$ cat config.mk
export PLATFORM = sky130hd
export DESIGN_NAME = atuc_top
export DESIGN_NICKNAME = d
export VERILOG_FILES = /design/src/atuc_pkg.sv /design/src/atuc_sync_edge.sv /design/src/atuc_top.sv
export SDC_FILE = /design/constraint.sdc
export NUM_CORES = 1
export LEC_CHECK = 0
export BUFFER_PORTS_ARGS = -buffer_cell sky130_fd_sc_hd__buf_2
export CAP_MARGIN = 10
export CORE_MARGIN = 2
export CORE_UTILIZATION = 59
export CTS_BUF_LIST = sky130_fd_sc_hd__clkbuf_2
export DETAILED_ROUTE_END_ITERATION = 10
export GPL_TIMING_DRIVEN = 1
export PLACE_DENSITY = 0.79
export SLEW_MARGIN = 0
export SYNTH_ARGS = -nofsm -noshare
export SYNTH_HDL_FRONTEND = slang
export SYNTH_SLANG_ARGS = --single-unit
export TNS_END_PERCENT = 1
$ cat constraint.sdc
create_clock -name mclk -period 3.03 [get_ports mclk]
set_input_delay 0.4545 -clock mclk [delete_from_list [all_inputs] [get_ports mclk]]
set_output_delay 0.4545 -clock mclk [all_outputs]
set_load 0.1 [all_outputs]
$ cat src/atuc_pkg.sv
// Purpose: Shared constants for the acquisition trigger and update control block
// Assumes: 32-bit APB, one word per register, byte addresses
// Notes: All offsets, field positions and the cmd, interval, count and DAC reset values live here
`default_nettype none
package atuc_pkg;
	// ==========================================================
	// Register byte offsets
	localparam logic [7:0] ATUC_OFS_CMD = 8'h00;
	localparam logic [7:0] ATUC_OFS_INTERVAL = 8'h04;
	localparam logic [7:0] ATUC_OFS_COUNT = 8'h08;
	localparam logic [7:0] ATUC_OFS_STATUS = 8'h0C;
	localparam logic [7:0] ATUC_OFS_MASK = 8'h10;
	localparam logic [7:0] ATUC_OFS_TMR_CLR = 8'h14;
	localparam logic [7:0] ATUC_OFS_DAC0 = 8'h18;
	localparam logic [7:0] ATUC_OFS_DAC1 = 8'h1C;
	localparam logic [7:0] ATUC_OFS_ARM = 8'h20;
	// ==========================================================
	// Command register fields
	localparam int ATUC_CMD_POSTTRIG = 0;
	localparam int ATUC_CMD_PRETRIGGER_SELECT = 1;
	localparam int ATUC_CMD_EXT_CONVERT_N_EN = 2;
	localparam int ATUC_CMD_CONTROLLED = 3;
	localparam int ATUC_CMD_SW_CONV_EN = 4;
	localparam int ATUC_CMD_DAC0_LD = 5;
	localparam int ATUC_CMD_DAC1_LD = 6;
	localparam int ATUC_CMD_CNT_IRQ_EN = 7;
	localparam int ATUC_CMD_WIDTH = 8;
	localparam logic [ATUC_CMD_WIDTH-1:0] ATUC_CMD_RESET = 8'h00;
	// ==========================================================
	// Status fields (sticky, write one to clear, except live bits)
	localparam int ATUC_ST_CNT_IRQ = 0;
	localparam int ATUC_ST_CONVERT = 1;
	localparam int ATUC_ST_TRIG = 2;
	localparam int ATUC_ST_DONE = 3;
	localparam int ATUC_ST_EVENTS = 4;
	localparam int ATUC_ST_ARMED = 8;
	localparam int ATUC_ST_RUNNING = 9;
	localparam int ATUC_ST_GATED = 10;
	// ==========================================================
	// Widths and reset values
	localparam int ATUC_CNT_WIDTH = 16;
	localparam int ATUC_DAC_WIDTH = 12;
	localparam logic [15:0] ATUC_CNT_RESET = 16'h0000;
	localparam logic [15:0] ATUC_INTERVAL_RESET = 16'h0001;
	localparam logic [11:0] ATUC_DAC_RESET = 12'h000;
	// ==========================================================
	// Sequence states
	typedef enum logic [1:0] {
		ATUC_IDLE = 2'b00,
		ATUC_ARMED = 2'b01,
		ATUC_RUN = 2'b10,
		ATUC_DONE = 2'b11
	} atuc_state_e;
endpackage
`default_nettype wire

$ cat src/atuc_sync_edge.sv
// Purpose: Two-stage synchroniser with rise and fall detection
// Assumes: Input is asynchronous to mclk
// Notes: First stage is read only by the second stage
`timescale 1ns/1ps
`default_nettype none
module atuc_sync_edge (
	// Clock and reset
	input wire logic mclk,
	input wire logic reset_n,
	// Asynchronous input
	input wire logic async_in,
	// Synchronised level and edges
	output logic level,
	output logic rise,
	output logic fall
);
	logic stage1;
	logic stage2;
	logic stage3;

	// ==========================================================
	// Synchroniser
	always_ff @(posedge mclk or negedge reset_n) begin
		if (!reset_n) begin
			stage1 <= 1'b1;
			stage2 <= 1'b1;
			stage3 <= 1'b1;
		end else begin
			stage1 <= async_in;
			stage2 <= stage1;
			stage3 <= stage2;
		end
	end

	assign level = stage2;
	assign rise = stage2 & ~stage3;
	assign fall = ~stage2 & stage3;
endmodule
`default_nettype wire

$ cat src/atuc_top.sv
// Purpose: External convert, trigger and DAC update control with APB registers
// Assumes: External pins asynchronous to mclk; mclk 100 MHz
// Notes: Interval counter paces conversions; sample counter ends controlled runs
`timescale 1ns/1ps
`default_nettype none
// How it works
// Each convert falling edge starts one conversion
// Counter 0 paces, counter 1 counts samples
// Posttrigger holds interval counter until trigger rise
// Posttrigger convert enabled at next convert rise
// Trigger while convert high costs one falling edge
// Later trigger edges ignored until re-armed
// Controlled mode stops after programmed count
// Sample counter loads late, two extra conversions
// Trigger also starts free-running acquisition
// Pretrigger converts early, sample counter gated
// Pretrigger only with controlled mode, 65535 max
// No select bit means trigger ignored
// Load enable updates DAC while update low
// DAC write during low update shows immediately
// Every update rise sets counter flag
// Enabled counter flag raises interrupt
// Any timer clear write clears counter flag
// Convert, trigger, update pass two flip-flops
// New sequence re-arms trigger detector
module atuc_top
	import atuc_pkg::*;
#(
	parameter int CNT_WIDTH = ATUC_CNT_WIDTH,
	parameter int DAC_WIDTH = ATUC_DAC_WIDTH
) (
	// Clock and reset
	input wire logic mclk,
	input wire logic reset_n,
	// APB slave
	input wire logic psel,
	input wire logic penable,
	input wire logic pwrite,
	input wire logic [7:0] paddr,
	input wire logic [31:0] pwdata,
	output logic [31:0] prdata,
	output logic pready,
	output logic pslverr,
	// External pins
	input wire logic ext_convert_n,
	input wire logic ext_acq_trigger,
	input wire logic ext_dac_update_n,
	// Converter side
	output logic adc_convert,
	output logic [DAC_WIDTH-1:0] dac0_out,
	output logic [DAC_WIDTH-1:0] dac1_out,
	// Interrupt
	output logic irq
);
	logic [ATUC_CMD_WIDTH-1:0] cmd;
	logic [CNT_WIDTH-1:0] interval_load;
	logic [CNT_WIDTH-1:0] count_load;
	logic [CNT_WIDTH-1:0] sample_interval_counter;
	logic [CNT_WIDTH-1:0] sample_count_counter;
	logic [DAC_WIDTH-1:0] dac0_data;
	logic [DAC_WIDTH-1:0] dac1_data;
	logic [ATUC_ST_EVENTS-1:0] status;
	logic [ATUC_ST_EVENTS-1:0] mask;
	logic [ATUC_ST_EVENTS-1:0] ev;
	atuc_state_e state;
	logic conv_level, conv_rise, conv_fall;
	logic trig_level, trig_rise, trig_fall;
	logic upd_level, upd_rise, upd_fall;
	logic wr_en, rd_en, arm_wr, clr_wr;
	logic posttrigger_select, pretrigger_select;
	logic dac0_ext_load_en, dac1_ext_load_en;
	logic counter_irq_enable, counter_irq_flag;
	logic controlled, ext_conv_en, sw_conv_en;
	logic ext_conv_live;
	logic interval_gate;
	logic interval_tick;
	logic count_gate;
	logic count_loaded;
	logic count_clk_seen;
	logic count_expired;
	logic conv_ok;
	logic next_convert;
	logic addr_ok;

	// ==========================================================
	// Input synchronisers
	atuc_sync_edge u_conv (.mclk(mclk), .reset_n(reset_n), .async_in(ext_convert_n),
		.level(conv_level), .rise(conv_rise), .fall(conv_fall));
	atuc_sync_edge u_trig (.mclk(mclk), .reset_n(reset_n), .async_in(ext_acq_trigger),
		.level(trig_level), .rise(trig_rise), .fall(trig_fall));
	atuc_sync_edge u_upd (.mclk(mclk), .reset_n(reset_n), .async_in(ext_dac_update_n),
		.level(upd_level), .rise(upd_rise), .fall(upd_fall));

	// ==========================================================
	// Command fields
	assign posttrigger_select = cmd[ATUC_CMD_POSTTRIG];
	assign pretrigger_select = cmd[ATUC_CMD_PRETRIGGER_SELECT];
	assign ext_conv_en = cmd[ATUC_CMD_EXT_CONVERT_N_EN];
	assign controlled = cmd[ATUC_CMD_CONTROLLED];
	assign sw_conv_en = cmd[ATUC_CMD_SW_CONV_EN];
	assign dac0_ext_load_en = cmd[ATUC_CMD_DAC0_LD];
	assign dac1_ext_load_en = cmd[ATUC_CMD_DAC1_LD];
	assign counter_irq_enable = cmd[ATUC_CMD_CNT_IRQ_EN];
	assign counter_irq_flag = status[ATUC_ST_CNT_IRQ];

	// ==========================================================
	// APB decode; every access completes in its first access cycle
	assign pready = 1'b1;
	assign wr_en = psel & penable & pwrite;
	assign rd_en = psel & penable & ~pwrite;
	assign arm_wr = wr_en & (paddr == ATUC_OFS_ARM);
	assign clr_wr = wr_en & (paddr == ATUC_OFS_TMR_CLR);
	always_comb begin
		case (paddr)
			ATUC_OFS_CMD, ATUC_OFS_INTERVAL, ATUC_OFS_COUNT, ATUC_OFS_STATUS,
			ATUC_OFS_MASK, ATUC_OFS_TMR_CLR, ATUC_OFS_DAC0, ATUC_OFS_DAC1,
			ATUC_OFS_ARM: addr_ok = 1'b1;
			default: addr_ok = 1'b0;
		endcase
	end
	assign pslverr = psel & penable & ~addr_ok;

	always_ff @(posedge mclk or negedge reset_n) begin
		if (!reset_n) begin
			cmd <= ATUC_CMD_RESET;
			interval_load <= CNT_WIDTH'(ATUC_INTERVAL_RESET);
			count_load <= CNT_WIDTH'(ATUC_CNT_RESET);
			mask <= '0;
			dac0_data <= DAC_WIDTH'(ATUC_DAC_RESET);
			dac1_data <= DAC_WIDTH'(ATUC_DAC_RESET);
		end else if (wr_en) begin
			case (paddr)
				ATUC_OFS_CMD: cmd <= pwdata[ATUC_CMD_WIDTH-1:0];
				ATUC_OFS_INTERVAL: interval_load <= pwdata[CNT_WIDTH-1:0];
				ATUC_OFS_COUNT: count_load <= pwdata[CNT_WIDTH-1:0];
				ATUC_OFS_MASK: mask <= pwdata[ATUC_ST_EVENTS-1:0];
				ATUC_OFS_DAC0: dac0_data <= pwdata[DAC_WIDTH-1:0];
				ATUC_OFS_DAC1: dac1_data <= pwdata[DAC_WIDTH-1:0];
				default: ;
			endcase
		end
	end

	always_ff @(posedge mclk or negedge reset_n) begin
		if (!reset_n) begin
			prdata <= '0;
		end else if (psel & ~penable & ~pwrite) begin
			case (paddr)
				ATUC_OFS_CMD: prdata <= 32'(cmd);
				ATUC_OFS_INTERVAL: prdata <= 32'(sample_interval_counter);
				ATUC_OFS_COUNT: prdata <= 32'(sample_count_counter);
				ATUC_OFS_STATUS: begin
					prdata <= 32'(status);
					prdata[ATUC_ST_ARMED] <= (state == ATUC_ARMED);
					prdata[ATUC_ST_RUNNING] <= (state == ATUC_RUN);
					prdata[ATUC_ST_GATED] <= count_gate;
				end
				ATUC_OFS_MASK: prdata <= 32'(mask);
				ATUC_OFS_DAC0: prdata <= 32'(dac0_data);
				ATUC_OFS_DAC1: prdata <= 32'(dac1_data);
				default: prdata <= '0;
			endcase
		end
	end

	// ==========================================================
	// Sequence state: arming writes start a new sequence
	always_ff @(posedge mclk or negedge reset_n) begin
		if (!reset_n) begin
			state <= ATUC_IDLE;
		end else begin
			case (state)
				ATUC_IDLE: if (arm_wr) begin
					state <= ATUC_ARMED;
				end
				ATUC_ARMED: if (arm_wr) begin
					state <= ATUC_ARMED;
				end else if (trig_rise & (posttrigger_select ^ pretrigger_select)) begin
					state <= ATUC_RUN;
				end else if (~posttrigger_select & ~pretrigger_select) begin
					state <= ATUC_RUN;
				end
				ATUC_RUN: if (arm_wr) begin
					state <= ATUC_ARMED;
				end else if (count_expired & controlled) begin
					state <= ATUC_DONE;
				end
				ATUC_DONE: if (arm_wr) begin
					state <= ATUC_ARMED;
				end
				default: state <= ATUC_IDLE;
			endcase
		end
	end
	// Trigger edges outside ARMED are simply not looked at

	// ==========================================================
	// External convert enable: posttrigger waits for a convert rise
	always_ff @(posedge mclk or negedge reset_n) begin
		if (!reset_n) begin
			ext_conv_live <= 1'b0;
		end else if (arm_wr) begin
			ext_conv_live <= pretrigger_select & ext_conv_en;
		end else if (state == ATUC_RUN && ext_conv_en && conv_rise) begin
			ext_conv_live <= 1'b1;
		end else if (state == ATUC_RUN && ext_conv_en && !posttrigger_select) begin
			// Only posttrigger waits for a rise; otherwise the very first fall must count
			ext_conv_live <= 1'b1;
		end else if (state == ATUC_DONE) begin
			ext_conv_live <= 1'b0;
		end
	end

	// ==========================================================
	// Counter 0: sample interval, gated off until trigger in posttrigger mode
	assign interval_gate = (state == ATUC_RUN) |
		((state == ATUC_ARMED) & pretrigger_select & sw_conv_en);
	assign interval_tick = interval_gate & sw_conv_en &
		(sample_interval_counter == CNT_WIDTH'(1));
	always_ff @(posedge mclk or negedge reset_n) begin
		if (!reset_n) begin
			sample_interval_counter <= CNT_WIDTH'(ATUC_INTERVAL_RESET);
		end else if (arm_wr || !interval_gate || interval_tick) begin
			sample_interval_counter <= interval_load;
		end else begin
			sample_interval_counter <= sample_interval_counter - CNT_WIDTH'(1);
		end
	end

	// ==========================================================
	// Conversion strobe
	assign conv_ok = ~(controlled & count_expired);
	assign next_convert = conv_ok & (interval_tick | (ext_conv_live & conv_fall));
	always_ff @(posedge mclk or negedge reset_n) begin
		if (!reset_n) begin
			adc_convert <= 1'b0;
		end else begin
			adc_convert <= next_convert;
		end
	end

	// ==========================================================
	// Counter 1: sample count, clocked by conversions; loads late
	assign count_gate = (state == ATUC_RUN);
	always_ff @(posedge mclk or negedge reset_n) begin
		if (!reset_n) begin
			sample_count_counter <= CNT_WIDTH'(ATUC_CNT_RESET);
			count_loaded <= 1'b0;
			count_clk_seen <= 1'b0;
			count_expired <= 1'b0;
		end else if (arm_wr) begin
			count_loaded <= 1'b0;
			count_clk_seen <= 1'b0;
			count_expired <= 1'b0;
		end else if (count_gate && next_convert) begin
			// First pulse is the clock rise, second its fall: both pass uncounted
			if (!count_clk_seen) begin
				count_clk_seen <= 1'b1;
			end else if (!count_loaded) begin
				sample_count_counter <= count_load;
				count_loaded <= 1'b1;
			end else if (sample_count_counter <= CNT_WIDTH'(1)) begin
				sample_count_counter <= '0;
				count_expired <= 1'b1;
			end else begin
				sample_count_counter <= sample_count_counter - CNT_WIDTH'(1);
			end
		end
	end

	// ==========================================================
	// DAC outputs: level-sensitive transparent update while update is low
	always_ff @(posedge mclk or negedge reset_n) begin
		if (!reset_n) begin
			dac0_out <= DAC_WIDTH'(ATUC_DAC_RESET);
			dac1_out <= DAC_WIDTH'(ATUC_DAC_RESET);
		end else begin
			if (dac0_ext_load_en && !upd_level) begin
				dac0_out <= dac0_data;
			end
			if (dac1_ext_load_en && !upd_level) begin
				dac1_out <= dac1_data;
			end
		end
	end

	// ==========================================================
	// Sticky status; set wins over clear
	assign ev[ATUC_ST_CNT_IRQ] = upd_rise;
	assign ev[ATUC_ST_CONVERT] = next_convert;
	assign ev[ATUC_ST_TRIG] = (state == ATUC_ARMED) & trig_rise &
		(posttrigger_select ^ pretrigger_select);
	assign ev[ATUC_ST_DONE] = (state == ATUC_RUN) & count_expired & controlled;
	always_ff @(posedge mclk or negedge reset_n) begin
		if (!reset_n) begin
			status <= '0;
		end else begin
			for (int i = 0; i < ATUC_ST_EVENTS; i++) begin
				if (ev[i]) begin
					status[i] <= 1'b1;
				end else if (wr_en && paddr == ATUC_OFS_STATUS && pwdata[i]) begin
					status[i] <= 1'b0;
				end else if (i == ATUC_ST_CNT_IRQ && clr_wr) begin
					status[i] <= 1'b0;
				end
			end
		end
	end

	// Counter flag needs its own enable as well as the mask bit
	assign irq = (counter_irq_flag & counter_irq_enable & mask[ATUC_ST_CNT_IRQ]) |
		|(status[ATUC_ST_EVENTS-1:1] & mask[ATUC_ST_EVENTS-1:1]);

	logic unused_ok;
	assign unused_ok = &{1'b0, rd_en, conv_level, trig_level, trig_fall, upd_fall, pwdata};
endmodule
`default_nettype wire

======== Word level (Yosys, flattened, before mapping) ========
Cells that the tools add are included.
operators by class
  add/subtract/negate cells ............... 2
  $mul .................................... 0
  div/mod/pow operators ................... 0
  magnitude comparators ................... 1
  equality and inequality tests ........... 15
  shifts and indexed selects .............. 0
  muxes and demuxes ....................... 35
  bitwise gates (word level) .............. 43
  reductions and logical operators ........ 40
operators by type and width
  cell                                                              number
  one-hot mux 16 bit (7 select lines)                               1
  two-way mux 16 bit                                                3
  equality test 8 x 5 -> 1 bit (second input constant)              4
  subtractor 16 x 1 -> 16 bit (second input constant)               2
  AND 1 bit                                                         27
  two-way mux 1 bit                                                 24
  equality test 16 x 1 -> 1 bit (second input constant)             1
  equality test 8 x 4 -> 1 bit (second input constant)              2
  less-or-equal comparator 16 x 1 -> 1 bit (second input constant)  1
  AND reduction 2 bit                                               7
  nonzero test 2 bit                                                7
  two-way mux 2 bit                                                 6
  logical AND 1 bit                                                 11
  inverter 1 bit                                                    11
  OR reduction 9 bit                                                1
  equality test 8 x 3 -> 1 bit (second input constant)              1
  equality test 8 x 6 -> 1 bit (second input constant)              1
  logical NOT 8 bit                                                 1
  one-hot mux 2 bit (3 select lines)                                1
  AND reduction 3 bit                                               2
  equality test 2 bit (second input constant)                       2
  inequality test 4 bit (second input constant)                     1
  AND reduction 4 bit                                               1
  nonzero test 4 bit                                                1
  12 further kinds                                                  17
word-level totals
  flip-flop bits (word level) ............. 176
  bits in latches ......................... 0
  memory bits (writable) .................. 0
  ROM bits ................................ 0
  bits of input ports ..................... 48
  output and inout bits ................... 60
  word-level logic and storage cells ...... 166
  memories kept ........................... 0

======== Logic depth before layout (Yosys ltp) ========
Gate-level depths: netlist of run 1.
  word-level depth ........................ 11
  depth in mapped cells ................... 9
  mapped depth without buffers ............ 8

======== Modules after synthesis ========
From an unflattened synthesis of run 1, not the netlist that was laid out.
second synthesis, totals
  cell total of the unflattened synthesis .. 679
  area total of the unflattened synthesis .. 7,671.1 um2
by module, submodules not included
  module          times used  cells each  area an instance (um2)  sequential area each (um2)
  atuc_top        1           664         7,389.6                 3,781.1
  atuc_sync_edge  3           5           93.8                    78.8

======== Least setup slack after synthesis of run 1 ========
Ideal clock, no wire load.
  kind .................................... input to register
  from .................................... input port paddr[1]
  to ...................................... register interval_load[10]
  library setup time ...................... 0.125 ns
  arrival time ............................ 2.430 ns
  data required time ...................... 2.905 ns
  setup slack ............................. 0.475 ns
  stages on the path ...................... 7
  path buffers ............................ 2
  cells stage by stage .................... nor4_1 > nand3b_1 > nor3_1 > and2_1 > buf_2 > buf_4 > mux2_2
on the way
  longest elaborated chain between the ends .. 2
RTL lines
  element                        line             RTL
  start: declaration             atuc_top.sv:39   input wire logic [7:0] paddr,
  equality test 8 x 3 -> 1 bit   atuc_top.sv:132  case (paddr)
  AND reduction 2 bit (no line)  -
  end signal: assignment         atuc_top.sv:126  interval_load <= CNT_WIDTH'(ATUC_INTERVAL_RESET);
  end signal: assignment         atuc_top.sv:134  ATUC_OFS_INTERVAL: interval_load <= pwdata[CNT_WIDTH-1:0];
  end: declaration               atuc_top.sv:56   logic [CNT_WIDTH-1:0] interval_load;
Every way passes these cells.
A chain may end at the register's enable or synchronous reset.

======== Final worst setup path of run 1 ========
  from .................................... register sample_interval_counter[8]
  to ...................................... register sample_count_counter[2]
on the way
  longest elaborated chain between the ends .. 6
RTL lines
  element                        line             RTL
  start: declaration             atuc_top.sv:58   logic [CNT_WIDTH-1:0] sample_interval_counter;
  start signal: assignment       atuc_top.sv:222  sample_interval_counter <= CNT_WIDTH'(ATUC_INTERVAL_RESET);
  start signal: assignment       atuc_top.sv:224  sample_interval_counter <= interval_load;
  start signal: assignment       atuc_top.sv:226  sample_interval_counter <= sample_interval_counter - CNT_WIDTH'(1);
  equality test 16 x 1 -> 1 bit  atuc_top.sv:219  (sample_interval_counter == CNT_WIDTH'(1));
  AND 1 bit                      atuc_top.sv:218  assign interval_tick = interval_gate & sw_conv_en &
  OR 1 bit                       atuc_top.sv:233  assign next_convert = conv_ok & (interval_tick | (ext_conv_live & conv_fall));
  AND 1 bit                      atuc_top.sv:233
  logical AND 1 bit              atuc_top.sv:255  end else if (count_gate && next_convert) begin
  AND reduction 3 bit (no line)  -
  end signal: assignment         atuc_top.sv:247  sample_count_counter <= CNT_WIDTH'(ATUC_CNT_RESET);
  end signal: assignment         atuc_top.sv:260  sample_count_counter <= count_load;
  end signal: assignment         atuc_top.sv:266  sample_count_counter <= sample_count_counter - CNT_WIDTH'(1);
  end: declaration               atuc_top.sv:59   logic [CNT_WIDTH-1:0] sample_count_counter;
Every way passes these cells.

==> results.cfg, run 1 <==
[placed_design]
placed_cells_incl_taps = 888
dp_hpwl_um = 13400
gp_congestion = 0.951
io_buffer_count = 74

[floorplan]
ioPinCount = 108
starting_density_of_the_core = 0.599
coreArea_sq_um = 12500
floorplan.die_area_sq_um = 13600
dieWidth_um = 117
chipHeight_um = 117
rows = 41

[synth]
synth_cells = 657
postSynthAreaPerCell_sq_um = 11.4
synth_area_sq_um = 7490
synth.top_cell.area_share = 0.498
synth_edf_count = 0
synth_area_leaders = dfrtp_1 (50%), mux2_2 (14%), dfstp_2 (3.9%)
synth.lib_cells_used.distinct = 60
ys.flop_type = dfrtp_1
synth.yosys.seq_area_share = 0.536
synth_top_area_cell = dfrtp_1
yosys_warnings = 0
asyncSetResetFlopFracSynth = 1.00
postSynthRegisterBits = 160

[finish]
num_antenna_cells = 0
instances_no_fill = 938
most_frequent_cells_in_the_layout = dfrtp_1 (149), mux2_2 (94), buf_2 (73)
most_common_cell_after_layout_fill_and_taps_aside = dfrtp_1
areaGrowthSynthToFinish_pct = 12.1
post_layout_net_count = 810
drive_gt1_frac = 0.311

[sta]
timing_hold_violations_final = 0
slew_headroom = 0.508
period_utilization = 0.959
fmax_mhz = 344
worstMarginPinSlew_ns = 0.735
finalMaxSlewViolations = 0
setup_total_negative_slack_ns = 0
fin_worst_hold_slack_ns = 0.0716
setup_viol = 0
fin_worst_skew_ns = 0.0433
setup_repair_after_global_routing_missed_its_margin = false
final.min_clock_period_ns = 2.90

[critical_path]
r2r_slack_ns = 0.13
worstPathArrival_ns = 3.55
critical_path.startpoint_type = flop
worstPathMaxFanout = 20
cp-end-kind = flop
timing.reg2reg.worst_path_depth = 6
critical_path.reg2reg.endpoint = sample_count_counter[2]
r2r_start = sample_interval_counter[8]
required_ns = 3.68
timing_worst_setup_path_type = flop to flop

[pwr]
peakVddDrop_mv = 0.444
power.density_cell_area_nw_per_um2 = 566
leakage_nw = 4.09
design_power_total_mw = 4.75

[routing]
detailedRoute.firstIterationViolations = 548
final_antenna_net_count = 0
routed_via_density = 5.89
routed_length_per_placed_instance_um = 19.7
drt_pass1_iterations = 5
drc_errors = 0
routed_wl_um = 18400
vias_after_detailed_routing = 5525

[grt]
global_route_wire_length_before_repair_um = 29000
global_route.overflow_total = 0
via_count_of_the_first_global_routing_pass = 5304
antenna_found_initial = 0
grt_max_degree = 78
globalRouteTotalUtil = 0.290

[clock_tree]
cts_sinks = 160
cts_resized = 0
cts_tree = built
cts_buffers = 17
clkTransAtPathRegs_ns = 0.25
cell_at_the_root_of_the_clock_tree = clkbuf_2
clock_insertion_delay_worst_skew_ns = 0.77
clock_tree.htree_level_count = 4
clock_tree.buffer_depth = 2

[worst_hold_path]
holdPathEnd = dac1_data[4]
worstHoldPathCells = 2
worstHoldStart = pwdata[4]
hold_path_class = input port to flop

[flow_run]
drv_cap = 0

[outcome]
run_status = finished clean
## where the power goes
group | internal, mW | total [mW] | switching [mW]
combinational | 0.505 | 1.26 | 0.759
clock | 0.223 | 1.03 | 0.805
sequential | 2.28 | 2.46 | 0.175
total | 3.01 | 4.75 | 1.74
## worst max-delay path, cell delays in order, from the launching register on
cell,delay (ns)
dfrtp_1,0.50
or4_4,0.56
or4_4,0.44
or4_4,0.48
a21oi_4,0.44
o21ai_0,0.17
a22o_1,0.20
## flip-flops by register name, summed over array words and instances (netlist names), 2 cells and up
| name | count |
|---|---|
| sample_interval_counter | 16 |
| sample_count_counter | 16 |
| interval_load | 16 |
| dac0_out | 12 |
| dac1_out | 12 |
| dac0_data | 12 |
| mask | 4 |
| status | 4 |
| dac1_data | 12 |
| prdata | 16 |
| cmd | 8 |
| count_load | 16 |
| state | 2 |
## Yosys cell counts, drive strengths merged (6+ instances only)
cell / number
a21oi: 18
nor2: 31
buf: 26
nor3b: 6
clkbuf: 21
ha: 9
xnor2: 10
nand2: 57
dfstp: 11
nor2b: 8
dfrtp: 149
mux2: 94
nand3: 6
a221oi: 9
nor3: 20
a22o: 14
nor4: 7
nand2b: 6
o21ai: 57
inv: 24
## layer usage
metal / up-vias / share of wire / GRT usage
li1: 2529 / - / -
met1: 2721 / 0.43 / 0.404
met2: 238 / 0.47 / 0.452
met3: 37 / 0.072 / 0.0716
met4: 0 / 0.023 / 0.0957
met5: - / 0 / 0
## worst max-delay path by stage
stage	endpoint	cells after the start	startpoint
6_report	sample_count_counter[2]	6	sample_interval_counter[8]
5_1_grt	sample_count_counter[2]	6	sample_interval_counter[11]
4_1_cts	sample_count_counter[2]	6	sample_interval_counter[8]
3_5_place_dp	sample_count_counter[2]	6	sample_interval_counter[8]
3_3_place_gp	sample_count_counter[4]	6	sample_interval_counter[8]
2_1_floorplan	interval_load[10]	7	paddr[1]
## kinds of logic after synthesis
logic type,Yosys count,share of synthesized area
DFF,160,0.536
muxes,103,0.160
other,2,0.00100
AOI/OAI and AO/OA,137,0.120
adders and majority gates,9,0.0150
and+or+nand+nor,163,0.107
xor gates and xnor gates,12,0.0140
buffers and inverters,71,0.0466
## final cells by class
type                    count  area (sq um)
inverters                  24          90.1
clock inverters            15           115
clock buffers              17          85.1
repair buffers            109           697
fillers                  1003          4120
flip-flops and latches    160          4020
multi-input cells         441          3180
well taps                 172           215
## metrics by stage
step | area [sq um] | utilization | worst slack [ns]
after global routing | 8400 | 0.671 | 0.00839
after CTS | 8340 | 0.666 | 0.141
after global placement | 8020 | 0.641 | 0.222
after floorplan | 7550 | - | 0.475
after detailed placement | 8020 | 0.641 | 0.182
final | 8400 | 0.671 | 0.125
## what timing repair did
action / in CTS / in global routing
hold buffers: 12 / 6
setup endpoints to repair: 0 / 1
hold endpoints to repair: 96 / 16
buffers inserted: 0 / 0
Note: power is estimated with default switching activity, not from simulation.
==> run 2, diff against run 1 <==
--- a/config.mk
+++ b/config.mk
@@ -7,7 +7,7 @@
 export LEC_CHECK = 0
 export BUFFER_PORTS_ARGS = -buffer_cell sky130_fd_sc_hd__buf_2
 export CAP_MARGIN = 10
-export CORE_MARGIN = 2
+export CORE_MARGIN = 4
 export CORE_UTILIZATION = 59
 export CTS_BUF_LIST = sky130_fd_sc_hd__clkbuf_2
 export DETAILED_ROUTE_END_ITERATION = 10
==> constraint.sdc (replaced) <==
create_clock -name mclk -period 3.4 [get_ports mclk]
set_input_delay 0.51 -clock mclk [delete_from_list [all_inputs] [get_ports mclk]]
set_output_delay 0.51 -clock mclk [all_outputs]
set_load 0.1 [all_outputs]
==> run 2 against run 1 <==
Effect of this change:
- non-clock buffer count fell by 15
- total power is 8.2% lower
- maximum frequency fell by 2.1%
- highest routed layer unchanged
- wire length fell by 1.1%
- sequential power decreased by 11%
- first-iteration DRC count fell by 2.2%
- clock power about the same
- critical endpoint unchanged
==> results.cfg, run 2 (synthesis results as in run 1) <==
[worst_hold_path]
hold_path_class = input port to flop

[grt]
antenna_found_initial = 0
global_route.overflow_total = 0
via_count_of_the_first_global_routing_pass = 5412
global_route_wire_length_before_repair_um = 29300
grt_max_degree = 81
globalRouteTotalUtil = 0.265

[routing]
drc_errors = 0
detailedRoute.firstIterationViolations = 536
drt_pass1_iterations = 5
routed_via_density = 5.97
final_antenna_net_count = 0
routed_length_per_placed_instance_um = 19.8
vias_after_detailed_routing = 5484
routed_wl_um = 18200

[critical_path]
cpLargestDelayFamily = simple AND/OR/NAND/NOR gates
required_ns = 4.07
critical-path-top-cell-by-count = or4_4
crit_chain = or4_4 > or4_4 > or4_4 > a21oi_4 > o21ai_0 > a22o_1
worstPathBufferInverterCount = 0
timing_worst_setup_path_type = flop to flop
r2r_slack_ns = 0.43
worstPathMaxFanout = 23
critical_path.startpoint_type = flop
timing.critical_path.slowest_stage_cell = or4_4
worstPathArrival_ns = 3.63
cp-end-kind = flop
critical-path-max-stage-delay_ns = 0.58

[floorplan]
dieWidth_um = 121
rows = 40
starting_density_of_the_core = 0.614
ioPinCount = 108
floorplan.die_area_sq_um = 14600
chipHeight_um = 121
coreArea_sq_um = 12200

[clock_tree]
cts_sinks = 160
cell_at_the_root_of_the_clock_tree = clkbuf_2
clock_tree.htree_level_count = 4
cts_tree = built
cts_resized = 0
cts_buffers = 17
clock_insertion_delay_worst_skew_ns = 0.78
clock_tree.buffer_depth = 2
clkTransAtPathRegs_ns = 0.20

[sta]
period_utilization = 0.873
setup_repair_after_global_routing_missed_its_margin = false
setup_total_negative_slack_ns = 0
finalMaxSlewViolations = 0
setup_slack_ns = 0.432
fin_worst_hold_slack_ns = 0.0589
final.min_clock_period_ns = 2.97
fmax_mhz = 337
setup_viol = 0
fin_worst_skew_ns = 0.0389
timing_hold_violations_final = 0
worstMarginPinSlew_ns = 0.785
slew_headroom = 0.476

[finish]
post_layout_net_count = 795
finalInstanceArea_sq_um = 8290
most_common_cell_after_layout_fill_and_taps_aside = dfrtp_1
most_frequent_cells_in_the_layout = dfrtp_1 (149), mux2_2 (94), buf_2 (73)
areaGrowthSynthToFinish_pct = 10.6
num_antenna_cells = 0
instances_no_fill = 919
finalCoreUtilization = 0.679
drive_gt1_frac = 0.309

[pwr]
power.density_cell_area_nw_per_um2 = 526
leakage_nw = 4.05
design_power_total_mw = 4.36
peakVddDrop_mv = 0.305

[placed_design]
placement.setup.worst_slack_ns = 0.468
place_area_sq_um = 7960
io_buffer_count = 74
placed_cells_incl_taps = 878
dp_hpwl_um = 13100
gp_congestion = 0.942

[outcome]
run_status = finished clean

[flow_run]
drv_cap = 0
-- run 2: changes by cell type in the layout (fill, tap and decap cells not counted), moves of 2 or more --
| cell | before | now |
|---|---|---|
| bufinv_16 | 0 | 3 |
| dlygate4sd3_1 | 18 | 9 |
| clkinv_2 | 2 | 4 |
| buf_4 | 16 | 11 |
| clkinv_4 | 3 | 0 |
| clkbuf_2 | 17 | 19 |
-- run 2: final timing paths --
path,to,cells past startpoint,from
min in group asynchronous,sample_count_counter[4],2,reset_n
max in group asynchronous,sample_interval_counter[0],3,reset_n
hold / removal,dac1_data[10],2,pwdata[10]
setup / recovery,sample_count_counter[2],6,sample_interval_counter[11]
hold reg to reg,u_trig.level,0,u_trig.stage1
setup reg to reg,sample_count_counter[2],6,sample_interval_counter[11]
-- run 2: worst reg2reg max path, cell delays in order, from the launching register on --
cell,delay (ns)
dfrtp_1,0.49
or4_4,0.58
or4_4,0.45
or4_4,0.48
a21oi_4,0.49
o21ai_0,0.18
a22o_1,0.21
-- run 2: cell type report --
class,count,area (sq um)
multi-input combinational,441,3180
clock buffer,19,95.1
inverter,24,90.1
fill,950,3920
tap,168,210
sequential,160,4020
clock inverter,13,145
timing repair buffer,94,549
-- run 2: where the power goes --
| part | total, mW | leakage [nW] | internal (mW) | switching [mW] |
|---|---|---|---|---|
| combinational | 1.12 | 1.74 | 0.441 | 0.678 |
| sequential | 2.19 | 2.16 | 2.03 | 0.154 |
| clock | 1.05 | 0.146 | 0.405 | 0.648 |
-- run 2: timing repair --
item,CTS,global route
endpoints found under the hold margin,79,0
hold buffers,9,0
setup buffers,0,0
-- run 2: metal layers --
metal	up-vias	routed length (um)	GRT usage
met1	2691	7730	0.371
met5	-	0	0
met4	0	547	0.0956
met2	234	8470	0.406
met3	45	1490	0.0664
li1	2514	-	-
